===== src/shared/tdx_pkg.sv =====
/*
  Shared constants and types for the thermal deferred stop and external fault block.
  Assumes a 32-bit classic Wishbone master and thermal states given in whole percent.
*/
package tdx_pkg;

  localparam int LI_N  = 6;
  localparam int PCT_W = 8;
  localparam int EV_N  = 4;

  // Register byte offsets
  localparam logic [7:0] ADR_CTRL    = 8'h00;
  localparam logic [7:0] ADR_THR_DRV = 8'h04;
  localparam logic [7:0] ADR_THR_M1  = 8'h08;
  localparam logic [7:0] ADR_THR_M2  = 8'h0C;
  localparam logic [7:0] ADR_THR_M3  = 8'h10;
  localparam logic [7:0] ADR_STATUS  = 8'h14;
  localparam logic [7:0] ADR_MASK    = 8'h18;
  localparam logic [7:0] ADR_STATE   = 8'h1C;

  // Control field positions
  localparam int CTRL_EN_BIT   = 0;
  localparam int CTRL_POL_BIT  = 1;
  localparam int CTRL_SRC_LSB  = 2;
  localparam int CTRL_RESP_LSB = 8;

  // Status and mask bit positions
  localparam int EV_REACH   = 0;
  localparam int EV_LOCK    = 1;
  localparam int EV_RELEASE = 2;
  localparam int EV_EXT     = 3;

  // Thresholds in percent
  localparam logic [PCT_W-1:0] THR_MAX        = 8'h76;
  localparam logic [PCT_W-1:0] THR_DEF        = 8'h64;
  localparam logic [PCT_W-1:0] RELEASE_MARGIN = 8'h14;

  // External fault source codes: 1..6 pick a logic input
  localparam logic [2:0] SRC_NONE = 3'h0;
  localparam logic [2:0] SRC_PIN_FIRST = 3'h1;
  localparam logic [2:0] SRC_PIN_LAST  = 3'h6;
  localparam logic [2:0] SRC_FW   = 3'h7;

  localparam logic POL_DEF = 1'b1;

  typedef enum logic [2:0] {
    RESP_IGNORE    = 3'h0,
    RESP_FREEWHEEL = 3'h1,
    RESP_PER_STOP  = 3'h2,
    RESP_FALLBACK  = 3'h3,
    RESP_SPD_MAINT = 3'h4,
    RESP_RAMP      = 3'h5,
    RESP_FAST      = 3'h6,
    RESP_DC_INJ    = 3'h7
  } tdx_resp_t;

  typedef enum logic [2:0] {
    ST_IDLE = 3'b001,
    ST_PEND = 3'b010,
    ST_LOCK = 3'b100
  } tdx_state_t;

  typedef struct packed {
    logic        cyc;
    logic        stb;
    logic        we;
    logic [7:0]  adr;
    logic [3:0]  sel;
    logic [31:0] dat;
  } tdx_wb_req_t;

endpackage : tdx_pkg


===== src/design/tdx_fault_edge.sv =====
/*
  External fault input selection, pin synchronisation and trip edge detection.
  Assumes logic inputs are asynchronous pins and the firmware bit is on clk_i.
*/
`timescale 1ns/10ps
module tdx_fault_edge (
  input  wire logic                   clk_i,
  input  wire logic                   rst_i,
  input  wire logic [tdx_pkg::LI_N-1:0] li_i,
  input  wire logic                   fw_bit_i,
  input  wire logic [2:0]             src_i,
  input  wire logic                   active_high_i,
  output logic                        level_o,
  output logic                        trip_o
);

  logic [tdx_pkg::LI_N-1:0] sync1;
  logic [tdx_pkg::LI_N-1:0] sync2;
  logic                     prev;

  wire       is_li = (src_i >= tdx_pkg::SRC_PIN_FIRST) && (src_i <= tdx_pkg::SRC_PIN_LAST);
  wire [2:0] li_idx = 3'(src_i - tdx_pkg::SRC_PIN_FIRST);
  wire       raw = is_li ? sync2[li_idx] : ((src_i == tdx_pkg::SRC_FW) & fw_bit_i);
  // Active low inverts so that a falling pin edge reads as a rising fault edge
  wire       lvl = is_li ? (active_high_i ? raw : ~raw) : raw;
  wire       next_trip = (src_i != tdx_pkg::SRC_NONE) & lvl & ~prev;

  always_ff @(posedge clk_i) begin
    if (rst_i) begin
      sync1   <= '0;
      sync2   <= '0;
      prev    <= 1'b0;
      level_o <= 1'b0;
      trip_o  <= 1'b0;
    end else begin
      sync1   <= li_i;
      sync2   <= sync1;
      prev    <= lvl;
      level_o <= lvl;
      trip_o  <= next_trip;
    end
  end

endmodule : tdx_fault_edge


===== src/design/tdx_thermal_stop.sv =====
/*
  Thermal deferred stop and external fault protection with a Wishbone register file.
  Assumes thermal states arrive as percent on clk_i, running_i comes from drive control,
  and logic inputs are asynchronous pins.
  // Functional notes
  // Threshold reached while running: lock at next stop
  // Release lock at threshold minus twenty percent
  // Enable off hides thresholds; on gives freewheel
  // Drive threshold 0 to 118, default 100
  // Motor 1 threshold 0 to 118, default 100
  // Motor 2 threshold 0 to 118, default 100
  // Motor 3 threshold 0 to 118, default 100
  // Source bit one means external fault
  // Fault source none, logic input, or firmware
  // Polarity only for logic input, default high
  // Active low trips on falling edge
  // Active high trips on rising edge
  // Fault applies configurable stop, default freewheel
  // Reached when state at or above threshold
*/
// The register offsets and register access over Wishbone were chosen for this implementation.
`timescale 1ns/10ps
module tdx_thermal_stop (
  input  wire logic                        clk_i,
  input  wire logic                        rst_i,
  input  wire tdx_pkg::tdx_wb_req_t        wb_req_i,
  output logic [31:0]                      wb_dat_o,
  output logic                             wb_ack_o,
  input  wire logic [tdx_pkg::PCT_W-1:0]   drive_therm_i,
  input  wire logic [tdx_pkg::PCT_W-1:0]   motor_therm_i,
  input  wire logic [1:0]                  motor_sel_i,
  input  wire logic                        running_i,
  input  wire logic [tdx_pkg::LI_N-1:0]    li_i,
  input  wire logic                        fw_fault_bit_i,
  output logic                             restart_lock_o,
  output logic                             freewheel_req_o,
  output logic                             ext_stop_req_o,
  output tdx_pkg::tdx_resp_t               ext_stop_type_o,
  output logic                             irq_o
);

  // Threshold reached test
  function automatic logic reached(input logic [tdx_pkg::PCT_W-1:0] st,
                                   input logic [tdx_pkg::PCT_W-1:0] thr);
    reached = (st >= thr);
  endfunction : reached

  // Level at which the lock may be released
  function automatic logic [tdx_pkg::PCT_W-1:0] release_lvl(input logic [tdx_pkg::PCT_W-1:0] thr);
    if (thr >= tdx_pkg::RELEASE_MARGIN) begin
      release_lvl = thr - tdx_pkg::RELEASE_MARGIN;
    end else begin
      release_lvl = '0;
    end
  endfunction : release_lvl

  // Written threshold clamped to the legal range
  function automatic logic [tdx_pkg::PCT_W-1:0] clamp_thr(input logic [7:0] v);
    clamp_thr = (v > tdx_pkg::THR_MAX) ? tdx_pkg::THR_MAX : v;
  endfunction : clamp_thr

  tdx_pkg::tdx_state_t          state;
  tdx_pkg::tdx_state_t          next_state;
  logic                         therm_en;
  logic                         ext_pol;
  logic [2:0]                   ext_src;
  tdx_pkg::tdx_resp_t           ext_resp;
  logic [tdx_pkg::PCT_W-1:0]    thr_drv;
  logic [tdx_pkg::PCT_W-1:0]    thr_mot [0:2];
  logic [tdx_pkg::EV_N-1:0]     status;
  logic [tdx_pkg::EV_N-1:0]     mask;
  logic                         ext_level;
  logic                         ext_trip;

  // Bus decode
  wire        bus_req   = wb_req_i.cyc & wb_req_i.stb & ~wb_ack_o;
  wire        bus_wr    = bus_req & wb_req_i.we;
  wire [7:0]  adr       = wb_req_i.adr;
  wire [31:0] wdat      = wb_req_i.dat;
  wire        wr_b0     = bus_wr & wb_req_i.sel[0];
  wire        wr_b1     = bus_wr & wb_req_i.sel[1];
  wire        hit_ctrl  = (adr == tdx_pkg::ADR_CTRL);
  wire        hit_drv   = (adr == tdx_pkg::ADR_THR_DRV);
  wire        hit_m1    = (adr == tdx_pkg::ADR_THR_M1);
  wire        hit_m2    = (adr == tdx_pkg::ADR_THR_M2);
  wire        hit_m3    = (adr == tdx_pkg::ADR_THR_M3);
  wire        hit_stat  = (adr == tdx_pkg::ADR_STATUS);
  wire        hit_mask  = (adr == tdx_pkg::ADR_MASK);
  wire        hit_state = (adr == tdx_pkg::ADR_STATE);

  // Thresholds are only reachable while the function is enabled
  wire        thr_wr_ok = wr_b0 & therm_en;

  // Polarity can only be changed while a logic input is assigned
  wire [2:0]  new_src   = wdat[tdx_pkg::CTRL_SRC_LSB +: 3];
  wire        src_is_li = (ext_src >= tdx_pkg::SRC_PIN_FIRST) && (ext_src <= tdx_pkg::SRC_PIN_LAST);
  wire        pol_wr_ok = wr_b0 & hit_ctrl & src_is_li;

  // Thermal evaluation against the active motor's threshold
  wire [1:0]  m_idx     = (motor_sel_i > 2'h2) ? 2'h0 : motor_sel_i;
  wire [tdx_pkg::PCT_W-1:0] thr_m_act = thr_mot[m_idx];
  wire        hot       = reached(drive_therm_i, thr_drv) | reached(motor_therm_i, thr_m_act);
  wire        cooled    = (drive_therm_i <= release_lvl(thr_drv)) &&
                          (motor_therm_i <= release_lvl(thr_m_act));

  // Deferred stop state machine
  always_comb begin
    next_state = state;
    unique case (state)
      tdx_pkg::ST_IDLE: begin
        if (therm_en && hot) begin
          next_state = running_i ? tdx_pkg::ST_PEND : tdx_pkg::ST_LOCK;
        end
      end
      tdx_pkg::ST_PEND: begin
        if (!running_i) begin
          next_state = tdx_pkg::ST_LOCK;
        end
      end
      tdx_pkg::ST_LOCK: begin
        if (cooled) begin
          next_state = tdx_pkg::ST_IDLE;
        end
      end
      default: next_state = tdx_pkg::ST_IDLE;
    endcase
    if (!therm_en) begin
      next_state = tdx_pkg::ST_IDLE;
    end
  end

  always_ff @(posedge clk_i) begin
    if (rst_i) begin
      state <= tdx_pkg::ST_IDLE;
    end else begin
      state <= next_state;
    end
  end

  // External fault input
  tdx_fault_edge tdx_fault_edge_inst (
    .clk_i         (clk_i),
    .rst_i         (rst_i),
    .li_i          (li_i),
    .fw_bit_i      (fw_fault_bit_i),
    .src_i         (ext_src),
    .active_high_i (ext_pol),
    .level_o       (ext_level),
    .trip_o        (ext_trip)
  );

  // Events into sticky status; set wins over a write-one clear
  wire [tdx_pkg::EV_N-1:0] ev_set;
  assign ev_set[tdx_pkg::EV_REACH]   = (state == tdx_pkg::ST_IDLE) && (next_state == tdx_pkg::ST_PEND);
  assign ev_set[tdx_pkg::EV_LOCK]    = (state != tdx_pkg::ST_LOCK) && (next_state == tdx_pkg::ST_LOCK);
  assign ev_set[tdx_pkg::EV_RELEASE] = (state == tdx_pkg::ST_LOCK) && (next_state == tdx_pkg::ST_IDLE);
  assign ev_set[tdx_pkg::EV_EXT]     = ext_trip;
  wire [tdx_pkg::EV_N-1:0] ev_clr = (wr_b0 & hit_stat) ? wdat[tdx_pkg::EV_N-1:0] : '0;
  wire [tdx_pkg::EV_N-1:0] next_status = (status & ~ev_clr) | ev_set;

  always_ff @(posedge clk_i) begin
    if (rst_i) begin
      status <= '0;
      mask   <= '0;
    end else begin
      status <= next_status;
      if (wr_b0 && hit_mask) begin
        mask <= wdat[tdx_pkg::EV_N-1:0];
      end
    end
  end

  // Control register
  always_ff @(posedge clk_i) begin
    if (rst_i) begin
      therm_en <= 1'b0;
      ext_pol  <= tdx_pkg::POL_DEF;
      ext_src  <= tdx_pkg::SRC_NONE;
      ext_resp <= tdx_pkg::RESP_FREEWHEEL;
    end else begin
      if (wr_b0 && hit_ctrl) begin
        therm_en <= wdat[tdx_pkg::CTRL_EN_BIT];
        ext_src  <= new_src;
      end
      if (pol_wr_ok) begin
        ext_pol <= wdat[tdx_pkg::CTRL_POL_BIT];
      end
      if (wr_b1 && hit_ctrl) begin
        ext_resp <= tdx_pkg::tdx_resp_t'(wdat[tdx_pkg::CTRL_RESP_LSB +: 3]);
      end
    end
  end

  // Threshold registers
  always_ff @(posedge clk_i) begin
    if (rst_i) begin
      thr_drv    <= tdx_pkg::THR_DEF;
      thr_mot[0] <= tdx_pkg::THR_DEF;
      thr_mot[1] <= tdx_pkg::THR_DEF;
      thr_mot[2] <= tdx_pkg::THR_DEF;
    end else if (thr_wr_ok) begin
      if (hit_drv) begin
        thr_drv <= clamp_thr(wdat[7:0]);
      end
      if (hit_m1) begin
        thr_mot[0] <= clamp_thr(wdat[7:0]);
      end
      if (hit_m2) begin
        thr_mot[1] <= clamp_thr(wdat[7:0]);
      end
      if (hit_m3) begin
        thr_mot[2] <= clamp_thr(wdat[7:0]);
      end
    end
  end

  // Read mux; hidden thresholds and unmapped offsets read zero
  wire [31:0] rd_ctrl  = {21'h0, ext_resp, 3'h0, ext_src, (src_is_li & ext_pol), therm_en};
  wire [31:0] rd_state = {27'h0, ext_level, 1'b0, state};
  wire [7:0]  rd_thr   = !therm_en ? 8'h00 :
                         hit_drv ? thr_drv :
                         hit_m1  ? thr_mot[0] :
                         hit_m2  ? thr_mot[1] :
                         hit_m3  ? thr_mot[2] : 8'h00;
  wire [31:0] rd_data  = hit_ctrl  ? rd_ctrl :
                         hit_stat  ? {28'h0, status} :
                         hit_mask  ? {28'h0, mask} :
                         hit_state ? rd_state : {24'h0, rd_thr};

  always_ff @(posedge clk_i) begin
    if (rst_i) begin
      wb_ack_o <= 1'b0;
      wb_dat_o <= 32'h0;
    end else begin
      wb_ack_o <= bus_req;
      if (bus_req && !wb_req_i.we) begin
        wb_dat_o <= rd_data;
      end
    end
  end

  // Outputs
  always_ff @(posedge clk_i) begin
    if (rst_i) begin
      restart_lock_o  <= 1'b0;
      freewheel_req_o <= 1'b0;
      ext_stop_req_o  <= 1'b0;
      ext_stop_type_o <= tdx_pkg::RESP_FREEWHEEL;
      irq_o           <= 1'b0;
    end else begin
      restart_lock_o  <= (next_state == tdx_pkg::ST_LOCK);
      freewheel_req_o <= (next_state == tdx_pkg::ST_LOCK) & ~running_i;
      ext_stop_req_o  <= next_status[tdx_pkg::EV_EXT] & (ext_resp != tdx_pkg::RESP_IGNORE);
      ext_stop_type_o <= ext_resp;
      irq_o           <= |(next_status & mask);
    end
  end

  // Checks
  chk_ack_single_cycle: assert property (@(posedge clk_i) disable iff (rst_i)
    wb_ack_o |=> !wb_ack_o)
    else $error("ack held for more than one cycle");

  chk_pend_holds_run: assert property (@(posedge clk_i) disable iff (rst_i)
    (state == tdx_pkg::ST_PEND) && running_i && therm_en |=> (state == tdx_pkg::ST_PEND) && !restart_lock_o)
    else $error("deferred stop locked while still running");

  chk_lock_at_stop: assert property (@(posedge clk_i) disable iff (rst_i)
    (state == tdx_pkg::ST_PEND) && !running_i && therm_en |=> restart_lock_o)
    else $error("no lock after the stop");

  chk_no_early_release: assert property (@(posedge clk_i) disable iff (rst_i)
    (state == tdx_pkg::ST_LOCK) && therm_en &&
    (drive_therm_i > release_lvl(thr_drv)) |=> (state == tdx_pkg::ST_LOCK))
    else $error("lock released above release level");

  chk_release_cool: assert property (@(posedge clk_i) disable iff (rst_i)
    (state == tdx_pkg::ST_LOCK) && cooled |=> (state == tdx_pkg::ST_IDLE) && !restart_lock_o)
    else $error("lock kept after cooling");

  chk_off_inactive: assert property (@(posedge clk_i) disable iff (rst_i)
    !therm_en |=> (state == tdx_pkg::ST_IDLE))
    else $error("thermal stop active while disabled");

  chk_thr_reset: assert property (@(posedge clk_i)
    rst_i |=> (thr_drv == tdx_pkg::THR_DEF) && (thr_mot[0] == tdx_pkg::THR_DEF) &&
              (thr_mot[1] == tdx_pkg::THR_DEF) && (thr_mot[2] == tdx_pkg::THR_DEF))
    else $error("threshold reset value wrong");

  chk_thr_range: assert property (@(posedge clk_i) disable iff (rst_i)
    (thr_drv <= tdx_pkg::THR_MAX) && (thr_mot[0] <= tdx_pkg::THR_MAX) &&
    (thr_mot[1] <= tdx_pkg::THR_MAX) && (thr_mot[2] <= tdx_pkg::THR_MAX))
    else $error("threshold beyond 118 percent");

  chk_none_no_trip: assert property (@(posedge clk_i) disable iff (rst_i)
    (ext_src == tdx_pkg::SRC_NONE) [*3] |-> !ext_trip)
    else $error("external fault with no source");

  chk_ext_trip_req: assert property (@(posedge clk_i) disable iff (rst_i)
    ext_trip && (ext_resp != tdx_pkg::RESP_IGNORE) |=> ext_stop_req_o && status[tdx_pkg::EV_EXT])
    else $error("external fault gave no stop request");

  chk_reach_event: assert property (@(posedge clk_i) disable iff (rst_i)
    (state == tdx_pkg::ST_IDLE) && therm_en && running_i &&
    (drive_therm_i >= thr_drv) |=> (state == tdx_pkg::ST_PEND))
    else $error("threshold reached but not armed");

  chk_irq_level: assert property (@(posedge clk_i) disable iff (rst_i)
    irq_o |-> ((status & $past(mask)) != '0))
    else $error("interrupt without unmasked status");

  chk_lock_is_state: assert property (@(posedge clk_i) disable iff (rst_i)
    restart_lock_o |-> (state == tdx_pkg::ST_LOCK))
    else $error("restart lock outside the locked state");

  chk_freewheel_stopped: assert property (@(posedge clk_i) disable iff (rst_i)
    freewheel_req_o |-> restart_lock_o && !$past(running_i))
    else $error("freewheel request while running or unlocked");

  chk_hidden_thr_kept: assert property (@(posedge clk_i) disable iff (rst_i)
    wr_b0 && !therm_en |=> $stable(thr_drv) && $stable(thr_mot[0]) && $stable(thr_mot[1]) && $stable(thr_mot[2]))
    else $error("threshold written while the function is off");

  chk_clamp_write: assert property (@(posedge clk_i) disable iff (rst_i)
    thr_wr_ok && hit_drv && (wdat[7:0] > tdx_pkg::THR_MAX) |=> (thr_drv == tdx_pkg::THR_MAX))
    else $error("threshold write above range not clamped");

  chk_none_level_low: assert property (@(posedge clk_i) disable iff (rst_i)
    (ext_src == tdx_pkg::SRC_NONE) |=> !ext_level)
    else $error("fault level with no source assigned");

  chk_pol_gated: assert property (@(posedge clk_i) disable iff (rst_i)
    wr_b0 && hit_ctrl && !src_is_li |=> $stable(ext_pol))
    else $error("polarity changed without a logic input source");

  chk_trip_on_edge: assert property (@(posedge clk_i) disable iff (rst_i)
    ext_trip |-> ext_level && !$past(ext_level))
    else $error("external fault trip without an edge");

  chk_stop_req_cause: assert property (@(posedge clk_i) disable iff (rst_i)
    ext_stop_req_o |-> status[tdx_pkg::EV_EXT] && ($past(ext_resp) != tdx_pkg::RESP_IGNORE))
    else $error("stop request without a pending external fault");

  chk_status_sticky: assert property (@(posedge clk_i) disable iff (rst_i)
    status[tdx_pkg::EV_EXT] && !(wr_b0 && hit_stat && wdat[tdx_pkg::EV_EXT]) |=> status[tdx_pkg::EV_EXT])
    else $error("external fault status lost without a clear");

endmodule : tdx_thermal_stop


===== config.mk =====
export PLATFORM = sky130hd
export DESIGN_NAME = tdx_thermal_stop
export DESIGN_NICKNAME = d
export VERILOG_FILES = /design/src/shared/tdx_pkg.sv /design/src/design/tdx_fault_edge.sv /design/src/design/tdx_thermal_stop.sv
export SDC_FILE = /design/constraint.sdc
export NUM_CORES = 1
export LEC_CHECK = 0
export BUFFER_PORTS_ARGS = -buffer_cell sky130_fd_sc_hd__buf_4
export CAP_MARGIN = 20
export CORE_MARGIN = 8
export CORE_UTILIZATION = 45
export DETAILED_ROUTE_END_ITERATION = 7
export HOLD_SLACK_MARGIN = 0.12
export PLACE_DENSITY = 0.65
export SLEW_MARGIN = 20
export SYNTH_ARGS = -nofsm -noshare
export SYNTH_HDL_FRONTEND = slang
export SYNTH_SLANG_ARGS = --single-unit

===== constraint.sdc =====
create_clock -name clk_i -period 9.6 [get_ports clk_i]
set_input_delay 2.4 -clock clk_i [delete_from_list [all_inputs] [get_ports clk_i]]
set_output_delay 2.4 -clock clk_i [all_outputs]
set_load 0.05 [all_outputs]

==> metrics.md <==
| Metric | Value |
|---|---|
| Async S/R FF share, synth | 0 |
| Routed vias | 4440 |
| Setup Crit Path Kind | primary input to flop |
| DR pass1 iterations | 5 |
| GPL Wtd Cong | 0.916 |
| Total gr overflow | 0 |
| Resize count post-CTS | 0 |
| Fill count | 1098 |
| Nature of the critical path startpoint | primary input |
| Worst Tran Pin Value | 674 ps |
| R2r setup slk | 6170 ps |
| DPL Wire Length | 10400 µm |
| Vias/cell | 5.76 |
| H-Tree Depth | 3 |
| CORE AREA | 11300 µm² |
| First-pass GRT wire length | 21100 µm |
| Final instance area | 5990 µm² |
| Count of final hold-check violations | 0 |
| Vias in the first global route | 4193 |
| Num Clock Sinks | 84 |
| Total CTS buffers | 9 |
| Synth unique cells | 67 |
| Period Utilization, post-route | 0.563 |
| Peak VDD IR | 0.0000817 V |
| Chip width | 123 µm |
| Min-delay worst type | flop to flop |
| Period minus WS final | 5400 ps |
| Multi-input logic area | 2970 µm² |
| Status | finished, final reports clean |
| Starting density of the core | 0.455 |
| #FFs+latches synth | 84 |
| Most common cell after layout, fill and taps aside | buf_4 |
| Layout cells sized above 1 | 0.169 |
| WL final | 13500 µm |
| Die area | 15100 µm² |
| Slew HR | 0.549 |
| Pwr dens | 136 nW/µm² |
| DRC Markers | 0 |
| Count of flip-flops with a built-in enable after synthesis | 24 |
| Lkg Pwr | 0.00243 µW |
| Max-cap violation count | 0 |
| Placed cell area | 5710 µm² |
| Mapped Area | 5150 µm² |
| Setup violations, final | 0 |
| Initial DRC Count | 384 |
| Slew Viols, Final | 0 |
| Inst Count DP | 755 |
| CTS tree | yes |
| # nets final | 734 |
| RSZ-0062 raised after global routing | false |
| Clk slew on worst S/H paths | 70 ps |
| Clock Latency Late Sink | 350 ps |
| Most frequent cells in the layout | buf_4, dfxtp_1, nor2_1 |
| Synth-to-Final Area Change | 16.3% |
| Fmax | 185 MHz |
| Clock root cell | clkbuf_16 |
| Clock tree buffer depth | 2 |
| # IOs | 115 |
| Critical-path maximum fanout | 16 |
| Site Rows | 39 |
| CP endpoint kind | flop |
| FF/Latch Area | 1920 µm² |
| Worst EP arrival | 5680 ps |
| Yosys warns | 0 |
| Clk_skew | 7.36 ps |
| Ys flop type | dfxtp_1 |
| Mapped Cells | 560 |
| CP Data Required Time | 9880 ps |
| Die height | 123 µm |
| Initial antenna violation count | 0 |
| Finished Layout Cells | 771 |
| Synth Area per Inst | 9.20 µm² |
| Antenna-violating nets left | 0 |
| IO Port Bufs | 70 |
| Postcts setup bufs | 0 |
| TNS Setup | 0 ps |
| Total track usage | 0.179 |
| Ant. Diodes | 0 |
| Post-DR wirelength/cell | 17.5 µm |
| Post-CTS Hold Fix Bufs | 0 |
| Sequential-to-total area share from yosys stat | 0.373 |
| Largest net degree at the start of global routing | 51 |
metrics by stage:
step | worst slack (ps) | utilization | total power [µW] | hold slack [ps]
6_report | 4200 | 0.529 | 816 | 436
5_1_grt | 3880 | 0.529 | 845 | 455
4_1_cts | 4210 | 0.529 | 823 | 439
3_5_place_dp | 3850 | 0.504 | 493 | 423
3_3_place_gp | 3920 | 0.504 | 491 | 417
2_1_floorplan | 4440 | - | 461 | 403
registers in the layout (all words and copies together), names as in the netlist:
register,flops
thr_mot,24
wb_dat_o,11
thr_drv,8
tdx_fault_edge_inst.sync1,6
tdx_fault_edge_inst.sync2,6
mask,4
status,4
ext_resp,3
ext_src,3
ext_stop_type_o,3
state,3
ext_pol,1
ext_stop_req_o,1
freewheel_req_o,1
irq_o,1
restart_lock_o,1
tdx_fault_edge_inst.level_o,1
tdx_fault_edge_inst.trip_o,1
therm_en,1
wb_ack_o,1
report_power, final:
group | total (µW) | switching, µW | internal [µW]
clock network | 330 | 151 | 180
logic | 112 | 72.2 | 40.0
registers | 373 | 2.90 | 370
total | 816 | 226 | 590
final cells by class:
| type | instances | area share |
|---|---|---|
| Tap cell | 143 | 0.0299 |
| Clock buffer | 9 | 0.0376 |
| Timing Repair Buffer | 73 | 0.0914 |
| Sequential cell | 84 | 0.321 |
| Multi-Input combinational cell | 430 | 0.495 |
| Clock inverter | 7 | 0.00981 |
| Inverter | 25 | 0.0157 |
cells by family after synthesis:
logic type	after synthesis	synth area share
fa+ha+maj	37	0.0896
buf+inv	69	0.0680
simple gates	194	0.204
other cells	1	0.000728
compound gates	126	0.169
xor+xnor	9	0.0153
mux	40	0.0806
flops	84	0.373
final timing paths:
path	from	endpoint	depth (start not counted)
worst max-delay path	motor_sel_i[0]	freewheel_req_o$_SDFF_PP0_	14
worst min-delay path	tdx_fault_edge_inst.sync1[3]$_SDFF_PP0_	tdx_fault_edge_inst.sync2[3]$_SDFF_PP0_	1
worst max register to register	thr_mot[2][2]$_DFFE_PP_	freewheel_req_o$_SDFF_PP0_	13
worst min register to register	tdx_fault_edge_inst.sync1[3]$_SDFF_PP0_	tdx_fault_edge_inst.sync2[3]$_SDFF_PP0_	1
layer usage:
metal,vias up,track usage,wire length (µm)
met5,-,0,0
met4,0,0.0775,340
met3,23,0.0329,1060
met2,173,0.282,6200
met1,2108,0.236,5910
li1,2136,-,-
synthesized netlist by cell type, drive strengths merged, types with 8 or more instances:
cell type | count | share of area
or3 | 10 | 0.012
o21ai | 24 | 0.024
edfxtp | 24 | 0.14
a31oi | 9 | 0.011
nor2 | 47 | 0.034
nor3 | 9 | 0.0087
nand2 | 37 | 0.027
a21oi | 27 | 0.026
a22oi | 8 | 0.012
inv | 25 | 0.018
dfxtp | 60 | 0.23
buf | 27 | 0.037
clkbuf | 17 | 0.012
xnor2 | 8 | 0.014
nand3 | 26 | 0.025
mux2i | 37 | 0.072
nand2b | 12 | 0.016
nor2b | 18 | 0.022
ha | 36 | 0.087
worst max-delay path, stage by stage:
cell      delay, ps
buf_4           250
mux2i_1         210
mux2i_1         200
o21ai_0         450
nand3_1         180
nand2b_1        300
and2_1          210
ha_1            270
nand4_1          80
nor2_1           60
a211oi_1        430
o31ai_1         160
a211o_1         320
a21oi_1         160
No activity file was read; power rests on OpenSTA's default activity.
